[config.mk]
export PLATFORM = sky130hd
export DESIGN_NAME = oau_top
export DESIGN_NICKNAME = d
export VERILOG_FILES = /design/src/include/oau_pkg.sv /design/src/oau_top.sv /design/src/oau_cgen.sv /design/src/oau_byte_flags.sv
export SDC_FILE = /design/constraint.sdc
export NUM_CORES = 1
export LEC_CHECK = 0
export BUFFER_PORTS_ARGS = -buffer_cell sky130_fd_sc_hd__clkbuf_2
export CAP_MARGIN = 20
export CORE_MARGIN = 5
export CORE_UTILIZATION = 40
export DETAILED_ROUTE_END_ITERATION = 7
export MAX_ROUTING_LAYER = met4
export PLACE_DENSITY_LB_ADDON = 0.05
export SKIP_CTS_REPAIR_TIMING = 1
export SLEW_MARGIN = 5
export SYNTH_ARGS = -nofsm -noshare
export SYNTH_HDL_FRONTEND = slang
export SYNTH_HIERARCHICAL = 1
export SYNTH_SLANG_ARGS = --single-unit
[constraint.sdc]
create_clock -name core_clk_i -period 4.7 [get_ports core_clk_i]
set_clock_uncertainty 0.2 [all_clocks]
set_input_delay 0.705 -clock core_clk_i [delete_from_list [all_inputs] [get_ports core_clk_i]]
set_output_delay 0.705 -clock core_clk_i [all_outputs]
set_load 0.01 [all_outputs]
[src/include/oau_pkg.sv]
package oau_pkg;

	// ----------------------------------------
	// Widths and register numbers
	// ----------------------------------------
	localparam int OAU_DW = 16;
	localparam logic [3:0] OAU_REG_IPTR = 4'h0;
	localparam logic [3:0] OAU_REG_FLAG = 4'h2;
	localparam logic [3:0] OAU_REG_CG2 = 4'h3;

	// Source mode codes
	localparam logic [1:0] OAU_AS_REG = 2'h0;
	localparam logic [1:0] OAU_AS_IDX = 2'h1;
	localparam logic [1:0] OAU_AS_IND = 2'h2;
	localparam logic [1:0] OAU_AS_INC = 2'h3;

	// Pointer steps and constant generator values
	localparam logic [15:0] OAU_STEP_BYTE = 16'h0001;
	localparam logic [15:0] OAU_STEP_WORD = 16'h0002;
	localparam logic [15:0] OAU_CG_ZERO = 16'h0000;
	localparam logic [15:0] OAU_CG_ONE = 16'h0001;
	localparam logic [15:0] OAU_CG_TWO = 16'h0002;
	localparam logic [15:0] OAU_CG_FOUR = 16'h0004;
	localparam logic [15:0] OAU_CG_EIGHT = 16'h0008;
	localparam logic [15:0] OAU_CG_MONE = 16'hFFFF;
	localparam logic [15:0] OAU_BYTE_MASK = 16'h00FF;
	localparam logic [15:0] OAU_RESET_WORD = 16'h0000;

	// ----------------------------------------
	// Carriers
	// ----------------------------------------
	typedef struct packed {
		logic [3:0] src_reg;
		logic [1:0] source_mode_field;
		logic dst_mode;
		logic [3:0] dst_reg;
		logic byte_op;
	} oau_instr_t;

	typedef struct packed {
		logic req;
		logic [15:0] addr;
	} oau_mreq_t;

	typedef struct packed {
		logic valid;
		logic [15:0] src_val;
		logic [15:0] dst_addr;
		logic dst_is_reg;
		logic [3:0] dst_reg;
		logic byte_op;
	} oau_result_t;

	typedef struct packed {
		logic n;
		logic z;
	} oau_flags_t;

endpackage

[src/oau_top.sv]
`timescale 1ns/1ns
module oau_top (
	input wire logic core_clk_i,
	input wire logic rstn_i,
	input wire logic start_i,
	input wire oau_pkg::oau_instr_t instr_i,
	input wire logic [15:0] instr_ptr_i,
	input wire logic [15:0] src_reg_val_i,
	input wire logic [15:0] dst_reg_val_i,
	input wire logic mem_ack_i,
	input wire logic [15:0] mem_rdata_i,
	input wire logic wb_en_i,
	input wire logic [15:0] wb_value_i,
	output oau_pkg::oau_mreq_t mem_o,
	output logic busy_o,
	output oau_pkg::oau_result_t result_o,
	output logic [15:0] instr_ptr_o,
	output logic ptr_we_o,
	output logic [3:0] ptr_reg_o,
	output logic [15:0] ptr_val_o,
	output logic reg_we_o,
	output logic [15:0] reg_wdata_o,
	output oau_pkg::oau_flags_t flags_o
);
	import oau_pkg::*;

	// ----------------------------------------
	// State and storage
	// ----------------------------------------
	typedef enum logic [5:0] {
		ST_IDLE = 6'b000001,
		ST_SEXT = 6'b000010,
		ST_SOP = 6'b000100,
		ST_DEXT = 6'b001000,
		ST_DONE = 6'b010000,
		ST_HOLD = 6'b100000
	} oau_state_t;

	oau_state_t state;
	oau_state_t next_state;
	oau_instr_t ins;
	logic [15:0] ptr;
	logic [15:0] sbase;
	logic [15:0] dbase;
	logic [15:0] saddr;
	logic [15:0] sval;
	logic [15:0] daddr;
	oau_mreq_t mem;
	oau_result_t res;
	logic pwe;
	logic [15:0] pval;
	logic rwe;
	logic [15:0] rdat;
	oau_flags_t flg;
	logic busy;

	// ----------------------------------------
	// Helpers
	// ----------------------------------------
	// Base value seen by indexed modes
	function automatic logic [15:0] base_of(input logic [3:0] r, input logic [15:0] v, input logic [15:0] p);
		logic [15:0] b;
		b = v;
		if (r == OAU_REG_IPTR)
			b = p;
		if (r == OAU_REG_FLAG)
			b = OAU_RESET_WORD;
		return b;
	endfunction

	// ----------------------------------------
	// Decode of the incoming and the latched instruction
	// ----------------------------------------
	wire cg_hit;
	wire [15:0] cg_val;
	oau_flags_t next_flg;

	oau_cgen u_cgen (
		.reg_i(instr_i.src_reg),
		.mode_i(instr_i.source_mode_field),
		.hit_o(cg_hit),
		.value_o(cg_val)
	);

	oau_byte_flags u_flags (
		.value_i(wb_value_i),
		.byte_i(ins.byte_op),
		.flags_o(next_flg)
	);

	wire in_src_idx = (instr_i.source_mode_field == OAU_AS_IDX) && !cg_hit;
	wire in_src_mem = instr_i.source_mode_field[1] && !cg_hit;
	wire in_src_imm = (instr_i.source_mode_field == OAU_AS_INC) && (instr_i.src_reg == OAU_REG_IPTR);
	// destination bit is register or indexed
	wire in_dst_idx = instr_i.dst_mode;
	wire [15:0] in_sbase = base_of(instr_i.src_reg, src_reg_val_i, instr_ptr_i);
	wire [15:0] in_dbase = base_of(instr_i.dst_reg, dst_reg_val_i, instr_ptr_i);
	wire cur_inc = (ins.source_mode_field == OAU_AS_INC);
	wire [15:0] step = ins.byte_op ? OAU_STEP_BYTE : OAU_STEP_WORD;
	wire [15:0] ptr_next = ptr + OAU_STEP_WORD;

	// ----------------------------------------
	// Next state
	// ----------------------------------------
	// any pairing flows through chain
	always_comb begin
		next_state = state;
		unique case (state)
			ST_IDLE: begin
				if (start_i) begin
					if (in_src_idx)
						next_state = ST_SEXT;
					else if (in_src_mem)
						next_state = ST_SOP;
					else if (in_dst_idx)
						next_state = ST_DEXT;
					else
						next_state = ST_DONE;
				end
			end
			ST_SEXT: begin
				if (mem_ack_i)
					next_state = ST_SOP;
			end
			ST_SOP: begin
				if (mem_ack_i)
					next_state = ins.dst_mode ? ST_DEXT : ST_DONE;
			end
			ST_DEXT: begin
				if (mem_ack_i)
					next_state = ST_DONE;
			end
			ST_DONE: begin
				next_state = ST_HOLD;
			end
			ST_HOLD: begin
				next_state = ST_IDLE;
			end
		endcase
	end

	// ----------------------------------------
	// Memory request decode
	// ----------------------------------------
	// Source operand address once the offset word is in
	wire [15:0] sext_addr = sbase + mem_rdata_i;
	// Immediate source consumes the word at the pointer
	wire cur_imm = cur_inc && (ins.src_reg == OAU_REG_IPTR);
	// Offset word of the source sits at the pointer
	wire [15:0] sext_ptr = (state == ST_IDLE) ? instr_ptr_i : ptr;
	// Pointer at the destination offset word, past any immediate
	wire [15:0] dext_ptr = (state == ST_IDLE) ? instr_ptr_i :
		(state == ST_SOP && cur_imm) ? ptr_next : ptr;
	wire [15:0] sop_addr = (state == ST_IDLE) ? (in_src_imm ? instr_ptr_i : src_reg_val_i) :
		(state == ST_SEXT) ? sext_addr : saddr;

	// Request for the cycle after this edge
	wire [15:0] next_maddr = (next_state == ST_SEXT) ? sext_ptr :
		(next_state == ST_SOP) ? sop_addr : dext_ptr;
	wire next_mreq = (next_state == ST_SEXT) || (next_state == ST_SOP) || (next_state == ST_DEXT);

	// ----------------------------------------
	// Sequence strobes
	// ----------------------------------------
	// Instruction taken while idle
	wire take = (state == ST_IDLE) && start_i;
	// Memory answers per phase
	wire sext_ack = (state == ST_SEXT) && mem_ack_i;
	wire sop_ack = (state == ST_SOP) && mem_ack_i;
	wire dext_ack = (state == ST_DEXT) && mem_ack_i;
	// Last cycle before the destination offset fetch
	wire dext_enter = (next_state == ST_DEXT) && (state != ST_DEXT);

	// ----------------------------------------
	// Next values of the sequencer registers
	// ----------------------------------------
	// register zero tracks pointer
	wire [15:0] next_ptr = take ? instr_ptr_i :
		dext_enter ? dext_ptr :
		(sext_ack || dext_ack || (sop_ack && cur_imm)) ? ptr_next : ptr;
	// signed offset wraps modulo 16 bits
	wire [15:0] next_saddr = (take || sext_ack) ? sop_addr : saddr;
	wire [15:0] sop_data = ins.byte_op ? (mem_rdata_i & OAU_BYTE_MASK) : mem_rdata_i;
	wire [15:0] next_sval = take ? (cg_hit ? cg_val : src_reg_val_i) :
		sop_ack ? sop_data : sval;
	wire [15:0] dext_base = (ins.dst_reg == OAU_REG_IPTR) ? ptr : dbase;
	wire [15:0] next_daddr = dext_ack ? (dext_base + mem_rdata_i) : daddr;

	// ----------------------------------------
	// Sequencer registers
	// ----------------------------------------
	// State and busy flag
	always_ff @(posedge core_clk_i) begin
		if (!rstn_i) begin
			state <= ST_IDLE;
			busy <= 1'b0;
		end else begin
			state <= next_state;
			busy <= (next_state != ST_IDLE);
		end
	end

	// Memory request, held until the answer
	always_ff @(posedge core_clk_i) begin
		if (!rstn_i) begin
			mem <= '0;
		end else begin
			mem.req <= next_mreq;
			mem.addr <= next_maddr;
		end
	end

	// Latched instruction and base values
	always_ff @(posedge core_clk_i) begin
		if (!rstn_i) begin
			ins <= '0;
			sbase <= OAU_RESET_WORD;
			dbase <= OAU_RESET_WORD;
		end else if (take) begin
			ins <= instr_i;
			sbase <= in_sbase;
			dbase <= in_dbase;
		end
	end

	// Pointer register
	always_ff @(posedge core_clk_i) begin
		if (!rstn_i) begin
			ptr <= OAU_RESET_WORD;
		end else begin
			ptr <= next_ptr;
		end
	end

	// Operand address and value registers
	always_ff @(posedge core_clk_i) begin
		if (!rstn_i) begin
			saddr <= OAU_RESET_WORD;
			sval <= OAU_RESET_WORD;
			daddr <= OAU_RESET_WORD;
		end else begin
			saddr <= next_saddr;
			sval <= next_sval;
			daddr <= next_daddr;
		end
	end

	// ----------------------------------------
	// Outputs toward core
	// ----------------------------------------
	// step of one or two
	wire next_pwe = sop_ack && cur_inc && (ins.src_reg != OAU_REG_IPTR);
	wire [15:0] next_pval = saddr + step;
	wire [15:0] next_rdat = ins.byte_op ? (wb_value_i & OAU_BYTE_MASK) : wb_value_i;

	// Operand result, valid for one cycle
	always_ff @(posedge core_clk_i) begin
		if (!rstn_i) begin
			res <= '0;
		end else begin
			res.valid <= (state == ST_DONE);
			res.src_val <= sval;
			res.dst_addr <= daddr;
			res.dst_is_reg <= !ins.dst_mode;
			res.dst_reg <= ins.dst_reg;
			res.byte_op <= ins.byte_op;
		end
	end

	// Pointer write-back of the autoincrement
	always_ff @(posedge core_clk_i) begin
		if (!rstn_i) begin
			pwe <= 1'b0;
			pval <= OAU_RESET_WORD;
		end else begin
			pwe <= next_pwe;
			pval <= next_pval;
		end
	end

	// Register write data and byte-aware flags
	always_ff @(posedge core_clk_i) begin
		if (!rstn_i) begin
			rwe <= 1'b0;
			rdat <= OAU_RESET_WORD;
			flg <= '0;
		end else begin
			rwe <= wb_en_i;
			rdat <= next_rdat;
			if (wb_en_i)
				flg <= next_flg;
		end
	end

	// ----------------------------------------
	// Port drive
	// ----------------------------------------
	assign mem_o = mem;
	assign busy_o = busy;
	assign result_o = res;
	assign instr_ptr_o = ptr;
	assign ptr_we_o = pwe;
	assign ptr_reg_o = ins.src_reg;
	assign ptr_val_o = pval;
	assign reg_we_o = rwe;
	assign reg_wdata_o = rdat;
	assign flags_o = flg;
endmodule

[src/oau_cgen.sv]
`timescale 1ns/1ns
module oau_cgen (
	input wire logic [3:0] reg_i,
	input wire logic [1:0] mode_i,
	output logic hit_o,
	output logic [15:0] value_o
);
	import oau_pkg::*;

	// ----------------------------------------
	// Constant generator decode
	// ----------------------------------------
	// no extension word needed
	wire is_flag = (reg_i == OAU_REG_FLAG) && (mode_i[1] == 1'b1);
	wire is_cg2 = (reg_i == OAU_REG_CG2);
	assign hit_o = is_flag || is_cg2;
	assign value_o = is_flag ? (mode_i[0] ? OAU_CG_EIGHT : OAU_CG_FOUR) :
		(mode_i == OAU_AS_REG) ? OAU_CG_ZERO :
		(mode_i == OAU_AS_IDX) ? OAU_CG_ONE :
		(mode_i == OAU_AS_IND) ? OAU_CG_TWO : OAU_CG_MONE;
endmodule

[src/oau_byte_flags.sv]
`timescale 1ns/1ns
module oau_byte_flags (
	input wire logic [15:0] value_i,
	input wire logic byte_i,
	output oau_pkg::oau_flags_t flags_o
);
	import oau_pkg::*;

	// ----------------------------------------
	// Width aware sign and zero
	// ----------------------------------------
	// byte flags from low byte
	assign flags_o.n = byte_i ? value_i[7] : value_i[15];
	assign flags_o.z = byte_i ? (value_i[7:0] == 8'h00) : (value_i == OAU_RESET_WORD);
endmodule

==> impl_metrics.xml <==
<?xml version="1.0" encoding="UTF-8"?>
<metrics>
  <group name="cts">
    <metric name="htree_num_levels" unit="">1</metric>
    <metric name="cts-buffers-inserted" unit="">24</metric>
    <metric name="clock_sinks" unit="">207</metric>
    <metric name="cts_tree" unit="">done</metric>
    <metric name="maximum_count_of_clock_buffers_along_a_single_path" unit="">3</metric>
    <metric name="root_buffer" unit="">clkbuf_16</metric>
    <metric name="clkSlewWorstSetupHoldPaths" unit="ns">0.07</metric>
    <metric name="clkLatencyLatePin" unit="ns">0.53</metric>
  </group>
  <group name="yosys">
    <metric name="yosys.cell_count.top_type" unit="">nand2_1</metric>
    <metric name="post-synth-top-area-cell" unit="">dfxtp_1</metric>
    <metric name="yosysSeqAreaShare" unit="%">36.8</metric>
    <metric name="synth_async_sr_flop_share" unit="%">0</metric>
    <metric name="ys_top_cells_by_count" unit="">nand2_1 (250), dfxtp_1 (207), a21oi_1 (176)</metric>
    <metric name="synth_ff_type" unit="">dfxtp_1</metric>
    <metric name="synth-compound-area-share" unit="%">22.1</metric>
    <metric name="synth_top_area_share" unit="%">36.8</metric>
    <metric name="post_synth_mux_area_share" unit="%">3.29</metric>
    <metric name="synthesis.instances" unit="">1457</metric>
    <metric name="most_area_consuming_cells_after_synthesis" unit="">dfxtp_1 (37%), nand2_1 (8.3%), a21oi_1 (7.8%), nor2_1 (4.7%), ha_1 (3.7%)</metric>
    <metric name="synth_xor_xnor_area_share" unit="%">3.89</metric>
    <metric name="synth_top_family_by_area" unit="">simple AND/OR/NAND/NOR gates</metric>
    <metric name="synth.net_count" unit="">1590</metric>
    <metric name="synth_edf_count" unit="">0</metric>
    <metric name="synth.ff_latch_count" unit="">207</metric>
    <metric name="syn-cell-area" unit="mm2">0.0113</metric>
    <metric name="ys.warnings.count" unit="">6</metric>
    <metric name="yosys.area_share.adder" unit="%">4.20</metric>
    <metric name="synthesis.area_per_instance" unit="um2">7.72</metric>
    <metric name="netlist-cell-type-count" unit="">72</metric>
    <metric name="synth_simple_gate_area_share" unit="%">24.9</metric>
  </group>
  <group name="timing">
    <metric name="report.final.hold_viol_count" unit="">0</metric>
    <metric name="layout_worst_path_cycle_share" unit="%">78.4</metric>
    <metric name="max-slew-margin-rel" unit="%">34.9</metric>
    <metric name="setup_violations" unit="">0</metric>
    <metric name="layout_setup_ws" unit="ns">1.01</metric>
    <metric name="finalSetupTns" unit="ns">0</metric>
    <metric name="holdWs" unit="ns">0.196</metric>
    <metric name="drv_slew" unit="">0</metric>
    <metric name="grt_setup_unrepaired" unit="">no</metric>
    <metric name="timing.fmax" unit="MHz">271</metric>
    <metric name="worst_slew_pin_slew" unit="ns">0.973</metric>
    <metric name="layout_min_cycle_time" unit="ns">3.69</metric>
  </group>
  <group name="worst_setup_path">
    <metric name="crit_type" unit="">reg -&gt; reg</metric>
    <metric name="r2r-end" unit="">mem_o[6]</metric>
    <metric name="path_cells" unit="">xor2_1 &gt; o211a_1 &gt; o32ai_1 &gt; a31oi_1 &gt; o21ai_1 &gt; nand3_1 &gt; o21ai_0 &gt; o311a_1</metric>
    <metric name="rr_startpoint" unit="">state[1]</metric>
    <metric name="path_max_fanout" unit="">13</metric>
    <metric name="crit_path_start" unit="">state[1]</metric>
    <metric name="worstPathRequired" unit="ns">4.97</metric>
    <metric name="worst_setup_path_end_kind" unit="">flip-flop</metric>
    <metric name="critical_path_arrival" unit="ns">3.95</metric>
    <metric name="timing.critical_path.to" unit="">mem_o[6]</metric>
    <metric name="worst_path_largest_cell_delay" unit="ns">0.77</metric>
    <metric name="ff2ff_setup_slack" unit="ns">1.01</metric>
    <metric name="reg2regPathDepth" unit="">8</metric>
    <metric name="worstSetupStartpointType" unit="">flip-flop</metric>
    <metric name="crit_path_max_delay_cell_type" unit="">o32ai_1</metric>
  </group>
  <group name="layout">
    <metric name="regArea" unit="mm2">0.00414</metric>
    <metric name="n_fill_cell" unit="">2912</metric>
    <metric name="layout-drive-gt1-share" unit="%">19.3</metric>
    <metric name="antenna_cells" unit="">0</metric>
    <metric name="num-nets-final" unit="">1739</metric>
    <metric name="multi_input_area" unit="mm2">0.00659</metric>
    <metric name="synthToLayoutAreaGrowth" unit="%">18.6</metric>
  </group>
  <group name="power_and_ir_drop">
    <metric name="seq_power_share" unit="%">39.9</metric>
    <metric name="internal_power_contribution" unit="W">0.00343</metric>
    <metric name="total_switching_power" unit="W">0.00158</metric>
    <metric name="combPwrFrac" unit="%">21.9</metric>
    <metric name="power.density_cell_area" unit="mW/mm2">375</metric>
    <metric name="cellLeakagePower" unit="nW">5.63</metric>
    <metric name="switching_share" unit="%">31.6</metric>
    <metric name="max-vdd-ir-drop" unit="V">0.000232</metric>
    <metric name="share_of_power_burned_in_the_clock_network" unit="%">38.3</metric>
  </group>
  <group name="global_route">
    <metric name="grt_pass1_wl" unit="mm">62.2</metric>
    <metric name="antenna_violations_before_repair" unit="">1</metric>
    <metric name="grt_pass1_vias" unit="">10300</metric>
    <metric name="grt.overflow.total" unit="">0</metric>
    <metric name="track_usage" unit="%">26.2</metric>
    <metric name="grt_max_degree" unit="">87</metric>
  </group>
  <group name="route">
    <metric name="vias" unit="">11200</metric>
    <metric name="routed_wl" unit="mm">41.9</metric>
    <metric name="drtIter0Drc" unit="">1063</metric>
    <metric name="final_antenna_net_count" unit="">0</metric>
    <metric name="route.detailed.vias_per_inst" unit="">5.61</metric>
    <metric name="drtPass1Iterations" unit="">5</metric>
    <metric name="drc_errors" unit="">0</metric>
    <metric name="avgRoutedWirePerCell" unit="um">20.9</metric>
  </group>
  <group name="floorplanning">
    <metric name="start_util" unit="%">40.5</metric>
    <metric name="placementRows" unit="">61</metric>
    <metric name="floorplan.die.height" unit="um">178</metric>
    <metric name="core-area" unit="mm2">0.0278</metric>
    <metric name="die_area" unit="mm2">0.0316</metric>
    <metric name="fp.dieW" unit="um">178</metric>
    <metric name="io_pins" unit="">210</metric>
  </group>
  <group name="place">
    <metric name="gp_routability_congestion" unit="">0.921</metric>
    <metric name="number_of_i_o_port_buffers" unit="">209</metric>
    <metric name="detailedPlace.worstSlack" unit="ns">0.904</metric>
    <metric name="post-dp-hpwl" unit="mm">31.0</metric>
  </group>
  <group name="min_path">
    <metric name="hold_path_class" unit="">in -&gt; reg</metric>
    <metric name="hold_path_startpoint" unit="">wb_value_i[6]</metric>
  </group>
  <group name="run">
    <metric name="cap_violations" unit="">0</metric>
  </group>
  <group name="outcome">
    <metric name="run_status" unit="">finished clean</metric>
  </group>
</metrics>
## cells by family after synthesis
kind of cell	after synthesis
AO/OA/AOI/OAI	401
XOR/XNOR	50
adder cells (fa/ha/maj)	36
buffers and inverters	126
flip-flops	207
multiplexers	35
AND/OR/NAND/NOR	602
## per-layer routing
| layer | wire [um] | vias to the layer above | track usage (%) |
|---|---|---|---|
| met2 | 18800 | 466 | 40.7 |
| met4 | 1080 | 0 | 6.12 |
| met3 | 3250 | 69 | 3.73 |
| met5 | 0 | - | - |
| met1 | 18800 | 5287 | 36.2 |
| li1 | - | 5417 | - |
## worst max-delay path, delay by kind of cell (launching register included)
family	cells	cell delay, ns
XOR/XNOR	1	0.15
AND/OR/NAND/NOR	1	0.14
flip-flops	1	0.62
AO/OA/AOI/OAI	6	2.50
## state kept, by name (all words and copies together), names as in the netlist, 2 cells and up
name	count
flags_o	2
ins	8
daddr	16
saddr	16
result_o	39
mem_o	17
state	6
ptr_reg_o	4
sbase	16
dbase	16
ptr_val_o	16
instr_ptr_o	16
reg_wdata_o	16
sval	16
## power by group through the flow
| stage | Sequential, W | Combinational [W] | Clock (W) |
|---|---|---|---|
| 6_report | 0.00200 | 0.00110 | 0.00192 |
| 5_1_grt | 0.00201 | 0.00119 | 0.00203 |
| 4_1_cts | 0.00199 | 0.00109 | 0.00196 |
| 3_5_place_dp | 0.00203 | 0.00108 | 0 |
| 3_3_place_gp | 0.00203 | 0.00108 | 0 |
| 2_1_floorplan | 0.00200 | 0.000694 | 0 |
## cells in the final DEF, fill, tap and decap left out, types with 16 or more instances in the layout
master	netlist	final
buf_4	15	20
nand3_1	35	35
nor2b_1	16	16
and3_1	28	28
clkbuf_2	0	209
clkbuf_16	0	25
dfxtp_1	207	207
a21oi_1	176	176
nor2_1	141	140
mux2i_1	19	19
and2_1	51	51
xor2_1	22	22
ha_1	33	33
a211oi_1	30	30
o21ai_0	64	64
xnor2_1	28	28
nand2_1	250	249
inv_1	16	16
nor3_1	22	22
## how the worst min path moves through the flow
stage,end,slack (ns),depth (start not counted)
global route,reg_wdata_o[0],0.20,2
global placement,result_o[10],0.22,2
CTS,reg_wdata_o[6],0.19,2
detailed placement,result_o[10],0.23,2
floorplan,result_o[10],0.21,2
finish,reg_wdata_o[6],0.20,2
## cell type report
cell class                      count  share of cell area, %
Timing Repair Buffer              232                   9.42
Inverter                           17                  0.488
Clock inverter                     12                  0.872
Multi-Input combinational cell   1124                   49.4
Clock buffer                       32                   5.19
Sequential cell                   207                   31.1
Tap cell                          378                   3.55
## per-stage QoR
step	util [%]	cell area, um2	instances	total power (W)
2_1_floorplan	-	11300	1457	0.00270
3_3_place_gp	45.1	12500	1958	0.00311
3_5_place_dp	45.1	12500	1958	0.00311
4_1_cts	48.0	13300	2002	0.00504
5_1_grt	48.0	13300	2002	0.00523
6_report	48.0	13300	2002	0.00501
Note: power is estimated with default switching activity, not from simulation.
